==> src/fibuc_pkg.sv <==
// Package: constants and carriers for the flash upgrade controller
//------------------------------------------------------------------
// Behaviour
//------------------------------------------------------------------
package fibuc_pkg;
    //--------------------------------------------------------------
    // Timing
    //--------------------------------------------------------------
    localparam int CLK_HZ = 20000000;
    localparam int WRITE_NS = 23500;
    localparam int ERASE_BASE_US = 570;
    localparam int ERASE_STEP_US = 500;
    localparam int ERASE_MAX_US = 4570;
    localparam int WRITE_CYC = WRITE_NS / 50;
    localparam int ERASE_BASE_CYC = ERASE_BASE_US * 20;
    localparam int ERASE_STEP_CYC = ERASE_STEP_US * 20;
    localparam int ERASE_MAX_CYC = ERASE_MAX_US * 20;
    localparam int CNT_W = 17;
    localparam logic [4:0] ERASE_LIMIT = 5'h09;
    //--------------------------------------------------------------
    // Commands and sequences
    //--------------------------------------------------------------
    localparam logic [7:0] CMD_ERASE = 8'h96;
    localparam logic [7:0] CMD_WRITE = 8'h69;
    localparam logic [39:0] SEQ_ENTER = 40'h123456789A;
    localparam logic [39:0] SEQ_EXIT = 40'hFEDCBA9876;
    localparam logic [39:0] SEQ_APP = 40'hFF008855AA;
    localparam logic [39:0] SEQ_BOOT = 40'h37C8429A65;
    //--------------------------------------------------------------
    // Boot sizes and offsets
    //--------------------------------------------------------------
    localparam logic [1:0] BOOT_NONE = 2'h3;
    localparam logic [15:0] OFS_ZERO = 16'h0000;
    localparam logic [15:0] OFS_2K = 16'h0800;
    localparam logic [15:0] OFS_4K = 16'h1000;
    localparam logic [15:0] OFS_8K = 16'h2000;
    localparam logic [6:0] BLK_FIRST = 7'h04;
    localparam logic [6:0] BLK_LAST = 7'h7D;
    localparam logic [7:0] TIM_RESET = 8'hDD;

    typedef enum logic [1:0] {
        FIBUC_IDLE,
        FIBUC_ERASE,
        FIBUC_WRITE
    } fibuc_op_e;

    typedef struct packed {
        logic [7:0] addr_high;
        logic [7:0] addr_low;
        logic [7:0] data;
    } fibuc_req_s;

    typedef struct packed {
        logic [2:0] cnt;
        logic done;
    } fibuc_seq_s;
endpackage

==> src/fibuc_seq_match.sv <==
// Module: five-byte ordered unlock sequence matcher
`timescale 1ns/10ps
module fibuc_seq_match #(
    parameter logic [39:0] SEQ = 40'h0
) (
    input wire logic i_clk,
    input wire logic i_rst,
    input wire logic i_wr,
    input wire logic [7:0] i_byte,
    output logic o_hit
);
    fibuc_pkg::fibuc_seq_s st_q;
    fibuc_pkg::fibuc_seq_s st_d;
    logic [7:0] expect_b;

    always_comb begin
        expect_b = SEQ[39 - 8 * st_q.cnt -: 8];
        st_d = st_q;
        st_d.done = 1'b0;
        if (i_wr) begin
            // Wrong byte restarts; it may itself be a first byte
            if (i_byte == expect_b) begin
                if (st_q.cnt == 3'h4) begin
                    st_d.cnt = 3'h0;
                    st_d.done = 1'b1;
                end else begin
                    st_d.cnt = st_q.cnt + 3'h1;
                end
            end else if (i_byte == SEQ[39:32]) begin
                st_d.cnt = 3'h1;
            end else begin
                st_d.cnt = 3'h0;
            end
        end
    end

    always_ff @(posedge i_clk) begin
        if (i_rst) begin
            st_q <= '0;
        end else begin
            st_q <= st_d;
        end
    end

    assign o_hit = st_q.done;
endmodule

==> src/fibuc_top.sv <==
// Module: flash upgrade, space jump, page erase and byte write sequencer
`timescale 1ns/10ps
module fibuc_top (
    input wire logic i_clk,
    input wire logic i_rst,
    input wire logic [1:0] i_boot_size_sel,
    input wire logic i_addr_high_wr,
    input wire logic i_addr_low_wr,
    input wire logic i_write_byte_wr,
    input wire logic i_command_wr,
    input wire logic i_timing_wr,
    input wire logic i_jump_wr,
    input wire logic [7:0] i_wdata,
    input wire logic [15:0] i_pc,
    input wire logic i_flash_ready,
    output logic o_upgrade_mode,
    output logic o_in_app_space,
    output logic [15:0] o_code_offset,
    output logic [15:0] o_fetch_addr,
    output logic [7:0] o_flash_addr_high,
    output logic [7:0] o_flash_addr_low,
    output logic [7:0] o_flash_write_byte,
    output logic [7:0] o_flash_command,
    output logic [7:0] o_flash_timing_ctrl,
    output logic [7:0] o_jump_last,
    output logic o_cpu_clk_en,
    output logic o_flash_erase,
    output logic o_flash_write,
    output logic [15:0] o_flash_addr,
    output logic [7:0] o_flash_data,
    output logic o_busy
);
    //--------------------------------------------------------------
    // State
    //--------------------------------------------------------------
    typedef struct packed {
        fibuc_pkg::fibuc_req_s req;
        logic [7:0] cmd;
        logic [7:0] tim;
        logic [7:0] jump;
        logic upg;
        logic app;
        fibuc_pkg::fibuc_op_e op;
        logic [fibuc_pkg::CNT_W-1:0] cnt;
        logic [15:0] paddr;
        logic [7:0] pdata;
    } fibuc_st_s;

    fibuc_st_s st_q;
    fibuc_st_s st_d;
    logic hit_enter;
    logic hit_exit;
    logic hit_app;
    logic hit_boot;
    logic [15:0] boot_ofs;
    logic [6:0] blk;
    logic protect;
    logic [fibuc_pkg::CNT_W-1:0] erase_cyc;

    //--------------------------------------------------------------
    // Sequence matchers
    //--------------------------------------------------------------
    fibuc_seq_match #(.SEQ(fibuc_pkg::SEQ_ENTER)) u_enter (
        .i_clk(i_clk), .i_rst(i_rst), .i_wr(i_command_wr),
        .i_byte(i_wdata), .o_hit(hit_enter));
    fibuc_seq_match #(.SEQ(fibuc_pkg::SEQ_EXIT)) u_exit (
        .i_clk(i_clk), .i_rst(i_rst), .i_wr(i_command_wr),
        .i_byte(i_wdata), .o_hit(hit_exit));
    fibuc_seq_match #(.SEQ(fibuc_pkg::SEQ_APP)) u_app (
        .i_clk(i_clk), .i_rst(i_rst), .i_wr(i_jump_wr),
        .i_byte(i_wdata), .o_hit(hit_app));
    fibuc_seq_match #(.SEQ(fibuc_pkg::SEQ_BOOT)) u_boot (
        .i_clk(i_clk), .i_rst(i_rst), .i_wr(i_jump_wr),
        .i_byte(i_wdata), .o_hit(hit_boot));

    //--------------------------------------------------------------
    // Boot area size and protection
    //--------------------------------------------------------------
    always_comb begin
        case (i_boot_size_sel)
            2'h0: boot_ofs = fibuc_pkg::OFS_2K;
            2'h1: boot_ofs = fibuc_pkg::OFS_4K;
            2'h2: boot_ofs = fibuc_pkg::OFS_8K;
            default: boot_ofs = fibuc_pkg::OFS_ZERO;
        endcase
    end

    always_comb begin
        // Timing field above nine saturates at the long erase
        if (st_q.tim[4:0] > fibuc_pkg::ERASE_LIMIT) begin
            erase_cyc = fibuc_pkg::CNT_W'(fibuc_pkg::ERASE_MAX_CYC);
        end else begin
            erase_cyc = fibuc_pkg::CNT_W'(fibuc_pkg::ERASE_BASE_CYC
                + fibuc_pkg::ERASE_STEP_CYC * int'(st_q.tim[4:0]));
        end
    end

    assign blk = st_q.req.addr_high[7:1];
    // Boot area covers offsets below its size; also guard data area
    assign protect = ({blk, 9'h000} < boot_ofs)
        || (blk < fibuc_pkg::BLK_FIRST) || (blk > fibuc_pkg::BLK_LAST);

    //--------------------------------------------------------------
    // Next state
    //--------------------------------------------------------------
    always_comb begin
        st_d = st_q;
        if (i_addr_high_wr) begin
            st_d.req.addr_high = i_wdata;
        end
        if (i_addr_low_wr) begin
            st_d.req.addr_low = i_wdata;
        end
        if (i_write_byte_wr) begin
            st_d.req.data = i_wdata;
        end
        if (i_timing_wr) begin
            st_d.tim = i_wdata;
        end
        if (i_jump_wr) begin
            st_d.jump = i_wdata;
        end
        if (i_command_wr) begin
            st_d.cmd = i_wdata;
        end
        // Entry only from boot space with boot function present
        if (hit_enter && i_boot_size_sel != fibuc_pkg::BOOT_NONE
            && !st_q.app) begin
            st_d.upg = 1'b1;
        end
        if (hit_exit) begin
            st_d.upg = 1'b0;
        end
        if (hit_app && i_boot_size_sel != fibuc_pkg::BOOT_NONE) begin
            st_d.app = 1'b1;
        end
        if (hit_boot) begin
            st_d.app = 1'b0;
        end
        case (st_q.op)
            fibuc_pkg::FIBUC_IDLE: begin
                if (i_command_wr && st_q.upg && !protect) begin
                    if (i_wdata == fibuc_pkg::CMD_ERASE) begin
                        st_d.op = fibuc_pkg::FIBUC_ERASE;
                        st_d.cnt = erase_cyc;
                        st_d.paddr = {blk, 9'h000};
                    end else if (i_wdata == fibuc_pkg::CMD_WRITE) begin
                        st_d.op = fibuc_pkg::FIBUC_WRITE;
                        st_d.cnt = fibuc_pkg::CNT_W'(fibuc_pkg::WRITE_CYC);
                        st_d.paddr = {st_q.req.addr_high,
                            st_q.req.addr_low};
                        st_d.pdata = st_q.req.data;
                    end
                end
            end
            fibuc_pkg::FIBUC_ERASE, fibuc_pkg::FIBUC_WRITE: begin
                // Hold time counts only while flash reports ready
                if (st_q.cnt > fibuc_pkg::CNT_W'(1)) begin
                    if (i_flash_ready) begin
                        st_d.cnt = st_q.cnt - fibuc_pkg::CNT_W'(1);
                    end
                end else begin
                    st_d.op = fibuc_pkg::FIBUC_IDLE;
                    st_d.cnt = '0;
                end
            end
            default: st_d.op = fibuc_pkg::FIBUC_IDLE;
        endcase
    end

    always_ff @(posedge i_clk) begin
        if (i_rst) begin
            st_q <= '0;
            st_q.tim <= fibuc_pkg::TIM_RESET;
            st_q.op <= fibuc_pkg::FIBUC_IDLE;
        end else begin
            st_q <= st_d;
        end
    end

    //--------------------------------------------------------------
    // Outputs
    //--------------------------------------------------------------
    always_comb begin
        if (i_boot_size_sel == fibuc_pkg::BOOT_NONE) begin
            o_code_offset = fibuc_pkg::OFS_ZERO;
        end else if (st_q.app) begin
            o_code_offset = boot_ofs;
        end else begin
            o_code_offset = fibuc_pkg::OFS_ZERO;
        end
    end

    assign o_fetch_addr = i_pc + o_code_offset;
    assign o_upgrade_mode = st_q.upg;
    assign o_in_app_space = st_q.app;
    assign o_flash_addr_high = st_q.req.addr_high;
    assign o_flash_addr_low = st_q.req.addr_low;
    assign o_flash_write_byte = st_q.req.data;
    assign o_flash_command = st_q.cmd;
    assign o_flash_timing_ctrl = st_q.tim;
    assign o_jump_last = st_q.jump;
    assign o_busy = st_q.op != fibuc_pkg::FIBUC_IDLE;
    assign o_cpu_clk_en = !o_busy;
    assign o_flash_erase = st_q.op == fibuc_pkg::FIBUC_ERASE;
    assign o_flash_write = st_q.op == fibuc_pkg::FIBUC_WRITE;
    assign o_flash_addr = st_q.paddr;
    assign o_flash_data = st_q.pdata;
endmodule

==> config.mk <==
export PLATFORM = sky130hd
export DESIGN_NAME = fibuc_top
export DESIGN_NICKNAME = d
export VERILOG_FILES = /design/src/fibuc_pkg.sv /design/src/fibuc_seq_match.sv /design/src/fibuc_top.sv
export SDC_FILE = /design/constraint.sdc
export NUM_CORES = 1
export LEC_CHECK = 0
export BUFFER_PORTS_ARGS = -buffer_cell sky130_fd_sc_hd__buf_2
export CORE_MARGIN = 3
export CORE_UTILIZATION = 56
export DETAILED_ROUTE_END_ITERATION = 10
export HOLD_SLACK_MARGIN = 0.1
export PLACE_DENSITY = 0.81
export SLEW_MARGIN = 15
export SYNTH_ARGS = -nofsm -noshare
export SYNTH_HDL_FRONTEND = slang
export SYNTH_SLANG_ARGS = --single-unit
==> constraint.sdc <==
create_clock -name i_clk -period 4.48 [get_ports i_clk]
set_input_delay 0.896 -clock i_clk [delete_from_list [all_inputs] [get_ports i_clk]]
set_output_delay 0.896 -clock i_clk [all_outputs]
set_load 0.1 [all_outputs]
==> flow_results.xml, run 1 <==
<?xml version="1.0" encoding="UTF-8"?>
<metrics>
  <group name="timing">
    <metric name="timing.max_slew.rel_slack" unit="%">43.5</metric>
    <metric name="rsz0062_at_grt" unit="">false</metric>
    <metric name="timing.final.max_slew_violations" unit="">0</metric>
    <metric name="part_of_the_cycle_the_worst_path_needs" unit="%">85.3</metric>
    <metric name="finalClockSkew" unit="ps">4.73</metric>
    <metric name="tightest_slew" unit="ps">848</metric>
    <metric name="report.final.setup_viol" unit="">0</metric>
    <metric name="fin_crit" unit="ps">3820</metric>
    <metric name="timing.fmax" unit="MHz">262</metric>
    <metric name="final_hold_violation_count" unit="">0</metric>
    <metric name="finalHoldWorstSlack" unit="ps">391</metric>
  </group>
  <group name="cts">
    <metric name="worstSkewPairLatency" unit="ps">340</metric>
    <metric name="htree_num_levels" unit="">3</metric>
    <metric name="cts-resized-gates" unit="">0</metric>
    <metric name="tritoncts" unit="">yes</metric>
    <metric name="cts_hold_buffers" unit="">0</metric>
    <metric name="cts-root-to-sink-buffers" unit="">2</metric>
    <metric name="number_of_cts_inserted_buffers" unit="">9</metric>
    <metric name="clkSinkCount" unit="">109</metric>
    <metric name="worst_setup_hold_path_clk_slew" unit="ps">70</metric>
    <metric name="cts_setup_buffers" unit="">0</metric>
    <metric name="root_buffer" unit="">clkbuf_16</metric>
  </group>
  <group name="synthesis">
    <metric name="synthDominantCellAreaShare" unit="%">30.1</metric>
    <metric name="yosys.cell_types.count" unit="">76</metric>
    <metric name="ys_top_cells_by_area" unit="">dfxtp_1, buf_4, ha_1</metric>
    <metric name="post_synth_instance_area" unit="mm2">0.00724</metric>
    <metric name="synth_top_cells_by_count" unit="">dfxtp_1, nor2_1, buf_4</metric>
    <metric name="ys_ff_latch" unit="">109</metric>
    <metric name="ys_seq_area_share" unit="%">30.1</metric>
    <metric name="synthDominantAreaCellType" unit="">dfxtp_1</metric>
    <metric name="syn_area_per_cell" unit="um2">8.27</metric>
    <metric name="synth_async_reset_ratio" unit="%">0</metric>
    <metric name="postSynthCellCount" unit="">876</metric>
    <metric name="synthFlopType" unit="">dfxtp_1</metric>
    <metric name="library_cell_with_the_highest_instance_count_after_synthesis" unit="">dfxtp_1</metric>
    <metric name="synth-edff-count" unit="">0</metric>
    <metric name="yosysWarnings" unit="">0</metric>
  </group>
  <group name="cells_and_area">
    <metric name="fillers" unit="">1122</metric>
    <metric name="multi_input_comb_area" unit="mm2">0.00410</metric>
    <metric name="layout-drive-gt1-share" unit="%">17.3</metric>
    <metric name="sequential_cell_area" unit="mm2">0.00218</metric>
    <metric name="number_of_inserted_diodes" unit="">0</metric>
    <metric name="fin_util" unit="%">61.1</metric>
    <metric name="areaGrowthSynthToFinish" unit="%">3.96</metric>
    <metric name="final_stage_net_count" unit="">965</metric>
  </group>
  <group name="die">
    <metric name="die_y" unit="um">120</metric>
    <metric name="boundaryPins" unit="">145</metric>
    <metric name="rows" unit="">40</metric>
    <metric name="start_util" unit="%">58.8</metric>
    <metric name="coreArea" unit="mm2">0.0123</metric>
    <metric name="die_boundary_width" unit="um">120</metric>
    <metric name="die-area" unit="mm2">0.0143</metric>
  </group>
  <group name="power">
    <metric name="fin_total_pwr" unit="W">0.00251</metric>
    <metric name="power_per_cell_area" unit="mW/mm2">334</metric>
    <metric name="total_leakage_power" unit="nW">3.36</metric>
    <metric name="peakVddDrop" unit="uV">215</metric>
  </group>
  <group name="routing">
    <metric name="post_drt_via_cell_ratio" unit="">5.66</metric>
    <metric name="detail_route.drc_violations" unit="">0</metric>
    <metric name="first_iter_violations" unit="">513</metric>
    <metric name="remaining_antenna_violation_count_after_routing" unit="">0</metric>
    <metric name="routedWlPerCell" unit="um">15.5</metric>
    <metric name="met2WireLength" unit="mm">7.60</metric>
    <metric name="vias" unit="">5930</metric>
    <metric name="routedLengthMet1" unit="mm">7.40</metric>
    <metric name="number_of_iterations_in_the_first_detailed_routing_pass" unit="">5</metric>
    <metric name="routed_wl" unit="mm">16.3</metric>
    <metric name="met3_length" unit="mm">1.02</metric>
    <metric name="uppermost_layer_routed" unit="">met4</metric>
  </group>
  <group name="setup_path">
    <metric name="worst_ep_arrival_time" unit="ps">4060</metric>
    <metric name="register_to_register_setup_slack" unit="ps">660</metric>
    <metric name="critical_path.endpoint_type" unit="">register</metric>
    <metric name="crit_required" unit="ps">4720</metric>
    <metric name="critical_path.startpoint_type" unit="">register</metric>
    <metric name="crit_path_max_fanout" unit="">9</metric>
    <metric name="critPathKind" unit="">reg2reg</metric>
  </group>
  <group name="outcome">
    <metric name="status" unit="">finished, final reports clean</metric>
  </group>
  <group name="grt">
    <metric name="grt.overflow.total" unit="">0</metric>
    <metric name="wire_length_of_the_first_global_routing_pass" unit="mm">26.6</metric>
    <metric name="via_count_of_the_first_global_routing_pass" unit="">5391</metric>
    <metric name="grt_start_max_net_pins" unit="">81</metric>
    <metric name="overall_track_demand_over_capacity_in_global_routing" unit="%">22.1</metric>
    <metric name="antenna_found_initial" unit="">0</metric>
  </group>
  <group name="job">
    <metric name="max_cap_viol_count" unit="">0</metric>
  </group>
  <group name="place">
    <metric name="routability_congestion_estimate_from_global_placement" unit="">0.903</metric>
    <metric name="dp_hpwl" unit="mm">11.5</metric>
    <metric name="io_buffers" unit="">109</metric>
  </group>
  <group name="min_path">
    <metric name="hold_path.class" unit="">reg2reg</metric>
  </group>
</metrics>
## routing by layer
metal | vias to the layer above | global-route usage [%]
met5 | - | 0
met4 | 0 | 5.94
met3 | 21 | 3.53
met2 | 230 | 36.1
met1 | 2730 | 30.5
li1 | 2949 | -
## placed cells by master, fill, tap and decap left out, types with 8 or more instances in the layout
master	n
clkbuf_16	9
o21ai_1	14
buf_2	108
buf_4	8
nand4_1	9
ha_1	50
a21oi_1	51
a22oi_1	11
nor3_1	15
inv_1	38
nor2b_1	11
nor2_1	101
nand2_1	65
o21ai_0	20
xor2_1	11
nand2b_1	10
dfxtp_1	109
mux2i_1	57
conb_1	13
nand3_1	29
a31oi_1	9
## kinds of logic (layout without fill, tap and decap cells)
family / after synthesis / count (layout) / share of synthesized area, %
multiplexers: 59 / 59 / 8.19
buffers and inverters: 179 / 171 / 14.5
AO/OA/AOI/OAI: 165 / 165 / 15.0
other: 1 / 13 / 0.0518
flip-flops: 109 / 109 / 30.1
XOR/XNOR: 18 / 18 / 2.18
AND/OR/NAND/NOR: 290 / 290 / 19.9
adder cells (fa/ha/maj): 55 / 55 / 10.0
## final cells by class
type	instances	area share (%)
clock buffers	12	3.41
repair buffers	116	7.98
clock inverters	4	0.416
inverters	39	1.94
multi-input cells	600	54.5
flip-flops and latches	109	29.0
well taps	168	2.79
## registers in the layout, summed over array words and instances (netlist names), 3 cells and up
name and count:
st_q 19, o_flash_addr 16, o_flash_addr_high 8, o_flash_addr_low 8, o_flash_command 8, o_flash_data 8, o_flash_timing_ctrl 8, o_flash_write_byte 8
o_jump_last 8, u_app.st_q 3, u_boot.st_q 3, u_enter.st_q 3, u_exit.st_q 3
## where the power goes
group	switching, W	internal, W	leakage, nW
Combinational	0.000521	0.000205	2.33
Sequential	0.0000283	0.000996	0.888
Clock	0.000352	0.000411	0.143
Total	0.000900	0.00161	3.36
## worst paths after layout
| check | startpoint | to | cells after the start |
|---|---|---|---|
| setup / recovery | o_flash_timing_ctrl[3]$_SDFFE_PP1P_ | st_q[40]$_SDFFE_PP0P_ | 13 |
| hold / removal | u_boot.o_hit$_SDFF_PP0_ | o_in_app_space$_SDFFE_PP0P_ | 1 |
| setup reg to reg | o_flash_timing_ctrl[3]$_SDFFE_PP1P_ | st_q[40]$_SDFFE_PP0P_ | 13 |
| hold reg to reg | u_boot.o_hit$_SDFF_PP0_ | o_in_app_space$_SDFFE_PP0P_ | 1 |
## metrics by stage
| step | setup slack [ps] | cell area (um2) | setup TNS (ps) | cells |
|---|---|---|---|---|
| after global routing | 413 | 7530 | 0 | 1048 |
| after floorplan | -239 | 7330 | -459 | 888 |
| final | 657 | 7530 | 0 | 1048 |
| after detailed placement | 661 | 7240 | 0 | 1032 |
| after CTS | 655 | 7530 | 0 | 1048 |
| after global placement | 710 | 7240 | 0 | 1032 |
## worst max-delay path, cell delays in order, from the launching register on
cell     delay (ps)
dfxtp_1         540
inv_1           210
fa_1            530
inv_1            40
ha_1            200
fa_1            430
ha_1            350
o21a_1          120
o31a_1          130
or4b_1          470
nand3_1         110
and3b_1         220
nand4_1         110
a41o_1          260
Note: power is estimated with default switching activity, not from simulation.
==> run 2: changes to the inputs <==
--- a/config.mk
+++ b/config.mk
@@ -7,10 +7,11 @@
 export LEC_CHECK = 0
 export BUFFER_PORTS_ARGS = -buffer_cell sky130_fd_sc_hd__buf_2
 export CORE_MARGIN = 3
-export CORE_UTILIZATION = 56
+export CORE_UTILIZATION = 54
 export DETAILED_ROUTE_END_ITERATION = 10
 export HOLD_SLACK_MARGIN = 0.1
-export PLACE_DENSITY = 0.81
+export MAX_ROUTING_LAYER = met4
+export PLACE_DENSITY = 0.79
 export SLEW_MARGIN = 15
 export SYNTH_ARGS = -nofsm -noshare
 export SYNTH_HDL_FRONTEND = slang
==> flow_results.xml, run 2 (synthesized netlist as in run 1, its figures left out) <==
<?xml version="1.0" encoding="UTF-8"?>
<metrics>
  <group name="place">
    <metric name="routability_congestion_estimate_from_global_placement" unit="">0.876</metric>
    <metric name="dp_hpwl" unit="mm">11.8</metric>
    <metric name="placedInstanceArea" unit="mm2">0.00723</metric>
    <metric name="io_buffers" unit="">109</metric>
  </group>
  <group name="cells_and_area">
    <metric name="layout-drive-gt1-share" unit="%">17.2</metric>
    <metric name="fillers" unit="">1155</metric>
    <metric name="leading_cell_type_in_the_layout_fill_and_taps_excluded" unit="">dfxtp_1</metric>
    <metric name="number_of_inserted_diodes" unit="">0</metric>
    <metric name="largest_register" unit="">st_q</metric>
    <metric name="finish.instance_area" unit="mm2">0.00756</metric>
    <metric name="layout.cells.most_common_list" unit="">dfxtp_1, buf_2, nor2_1, nand2_1, mux2i_1</metric>
    <metric name="largest_reg_flops" unit="">19</metric>
    <metric name="areaGrowthSynthToFinish" unit="%">4.42</metric>
    <metric name="final_stage_net_count" unit="">963</metric>
  </group>
  <group name="setup_path">
    <metric name="worst_ep_arrival_time" unit="ps">2940</metric>
    <metric name="critPathKind" unit="">in2out</metric>
    <metric name="crit_path_max_fanout" unit="">5</metric>
    <metric name="critical_path.startpoint_type" unit="">primary input</metric>
    <metric name="crit_required" unit="ps">3580</metric>
    <metric name="critical_path.endpoint_type" unit="">output pin</metric>
  </group>
  <group name="timing">
    <metric name="timing.max_slew.rel_slack" unit="%">39.2</metric>
    <metric name="fin_crit" unit="ps">3830</metric>
    <metric name="report.final.setup_viol" unit="">0</metric>
    <metric name="timing.final.max_slew_violations" unit="">0</metric>
    <metric name="finalClockSkew" unit="ps">10.2</metric>
    <metric name="part_of_the_cycle_the_worst_path_needs" unit="%">85.5</metric>
    <metric name="final_hold_violation_count" unit="">0</metric>
    <metric name="timing.fmax" unit="MHz">261</metric>
    <metric name="rsz0062_at_grt" unit="">false</metric>
    <metric name="tightest_slew" unit="ps">912</metric>
  </group>
  <group name="routing">
    <metric name="routedLengthMet1" unit="mm">7.60</metric>
    <metric name="remaining_antenna_violation_count_after_routing" unit="">0</metric>
    <metric name="vias" unit="">5877</metric>
    <metric name="detail_route.drc_violations" unit="">0</metric>
    <metric name="met2WireLength" unit="mm">7.93</metric>
    <metric name="post_drt_via_cell_ratio" unit="">5.60</metric>
    <metric name="number_of_iterations_in_the_first_detailed_routing_pass" unit="">5</metric>
    <metric name="first_iter_violations" unit="">454</metric>
    <metric name="met3_length" unit="um">882</metric>
    <metric name="routedWlPerCell" unit="um">15.8</metric>
    <metric name="uppermost_layer_routed" unit="">met4</metric>
    <metric name="routed_wl" unit="mm">16.6</metric>
  </group>
  <group name="power">
    <metric name="clockPowerShare" unit="%">33.4</metric>
    <metric name="peakVddDrop" unit="uV">224</metric>
    <metric name="total_leakage_power" unit="nW">3.36</metric>
    <metric name="power_per_cell_area" unit="mW/mm2">348</metric>
    <metric name="power.switching_fraction" unit="%">35.1</metric>
    <metric name="cell_internal_pwr" unit="W">0.00171</metric>
    <metric name="sequential_share_of_power" unit="%">38.9</metric>
    <metric name="p_comb_share" unit="%">27.7</metric>
    <metric name="fin_total_pwr" unit="W">0.00263</metric>
    <metric name="switchingPower" unit="W">0.000924</metric>
  </group>
  <group name="die">
    <metric name="die_y" unit="um">122</metric>
    <metric name="die-area" unit="mm2">0.0148</metric>
    <metric name="rows" unit="">41</metric>
    <metric name="coreArea" unit="mm2">0.0129</metric>
    <metric name="boundaryPins" unit="">145</metric>
    <metric name="die_boundary_width" unit="um">122</metric>
    <metric name="start_util" unit="%">56.2</metric>
  </group>
  <group name="cts">
    <metric name="root_buffer" unit="">clkbuf_16</metric>
    <metric name="cts-resized-gates" unit="">0</metric>
    <metric name="cts-root-to-sink-buffers" unit="">2</metric>
    <metric name="worstSkewPairLatency" unit="ps">350</metric>
    <metric name="htree_num_levels" unit="">3</metric>
    <metric name="number_of_cts_inserted_buffers" unit="">9</metric>
    <metric name="cts_hold_buffers" unit="">0</metric>
    <metric name="worst_setup_hold_path_clk_slew" unit="ps">70</metric>
    <metric name="tritoncts" unit="">yes</metric>
    <metric name="cts_setup_buffers" unit="">0</metric>
    <metric name="clkSinkCount" unit="">109</metric>
  </group>
  <group name="job">
    <metric name="max_cap_viol_count" unit="">0</metric>
  </group>
  <group name="outcome">
    <metric name="status" unit="">finished, final reports clean</metric>
  </group>
  <group name="min_path">
    <metric name="hold_path.class" unit="">reg2reg</metric>
  </group>
  <group name="grt">
    <metric name="antenna_found_initial" unit="">0</metric>
    <metric name="overall_track_demand_over_capacity_in_global_routing" unit="%">22.8</metric>
    <metric name="grt.overflow.total" unit="">0</metric>
    <metric name="wire_length_of_the_first_global_routing_pass" unit="mm">26.8</metric>
    <metric name="via_count_of_the_first_global_routing_pass" unit="">5323</metric>
    <metric name="grt_start_max_net_pins" unit="">88</metric>
  </group>
</metrics>
-- run 2: changes by cell type in the layout (fill, tap and decap cells not counted), sizes merged --
cell      previous run  this run
clkinv               4         1
buf                116       114
inv                 39        40
bufinv               0         2
clkbuf              12        10
clkinvlp             0         2
-- run 2: power by group through the flow --
stage / Sequential (W) / Combinational [W] / Clock (W)
global placement: 0.00105 / 0.000718 / 0
CTS: 0.00102 / 0.000731 / 0.000892
finish: 0.00102 / 0.000730 / 0.000880
detailed placement: 0.00105 / 0.000728 / 0
global route: 0.00103 / 0.000791 / 0.000933
floorplan: 0.00104 / 0.000692 / 0
-- run 2: through the flow --
step	hold WS, ps	TNS, ps	utilization (%)	cells	worst slack (ps)
final	387	0	58.7	1050	648
after global routing	407	0	58.7	1050	346
after CTS	392	0	58.7	1050	643
after detailed placement	385	0	56.1	1034	644
after global placement	377	0	56.1	1034	700
after floorplan	373	-459	-	888	-239
-- run 2: worst max-delay path: stages --
cell,delay (ps)
buf_2,130
nand2b_1,160
or2_2,300
fa_1,460
nor2b_1,130
o21ai_0,220
xnor2_4,190
buf_2,440
-- run 2: worst paths after layout --
kind         depth (start not counted)  slack, ps                     endpoint                           startpoint
min reg2reg                          1        390  o_in_app_space$_SDFFE_PP0P_              u_boot.o_hit$_SDFF_PP0_
max reg2reg                         13        670        st_q[40]$_SDFFE_PP0P_  o_flash_timing_ctrl[3]$_SDFFE_PP1P_
min                                  1        390  o_in_app_space$_SDFFE_PP0P_              u_boot.o_hit$_SDFF_PP0_
max                                  8        650             o_fetch_addr[15]                   i_boot_size_sel[1]
-- run 2: layer usage --
metal,GRT usage [%],vias to the layer above
met5,-,-
met4,4.76,0
met3,4.32,16
met2,36.8,165
met1,30.1,2756
li1,-,2940
-- run 2: final cells by class --
type                            instances  area, um2  area share (%)
Timing Repair Buffer                  114        586            7.74
Inverter                               39        146            1.94
Multi-Input combinational cell        600       4100            54.2
Tap cell                              172        215            2.85
Clock buffer                           10        239            3.16
Sequential cell                       109       2180            28.9
Clock inverter                          6       92.6            1.22
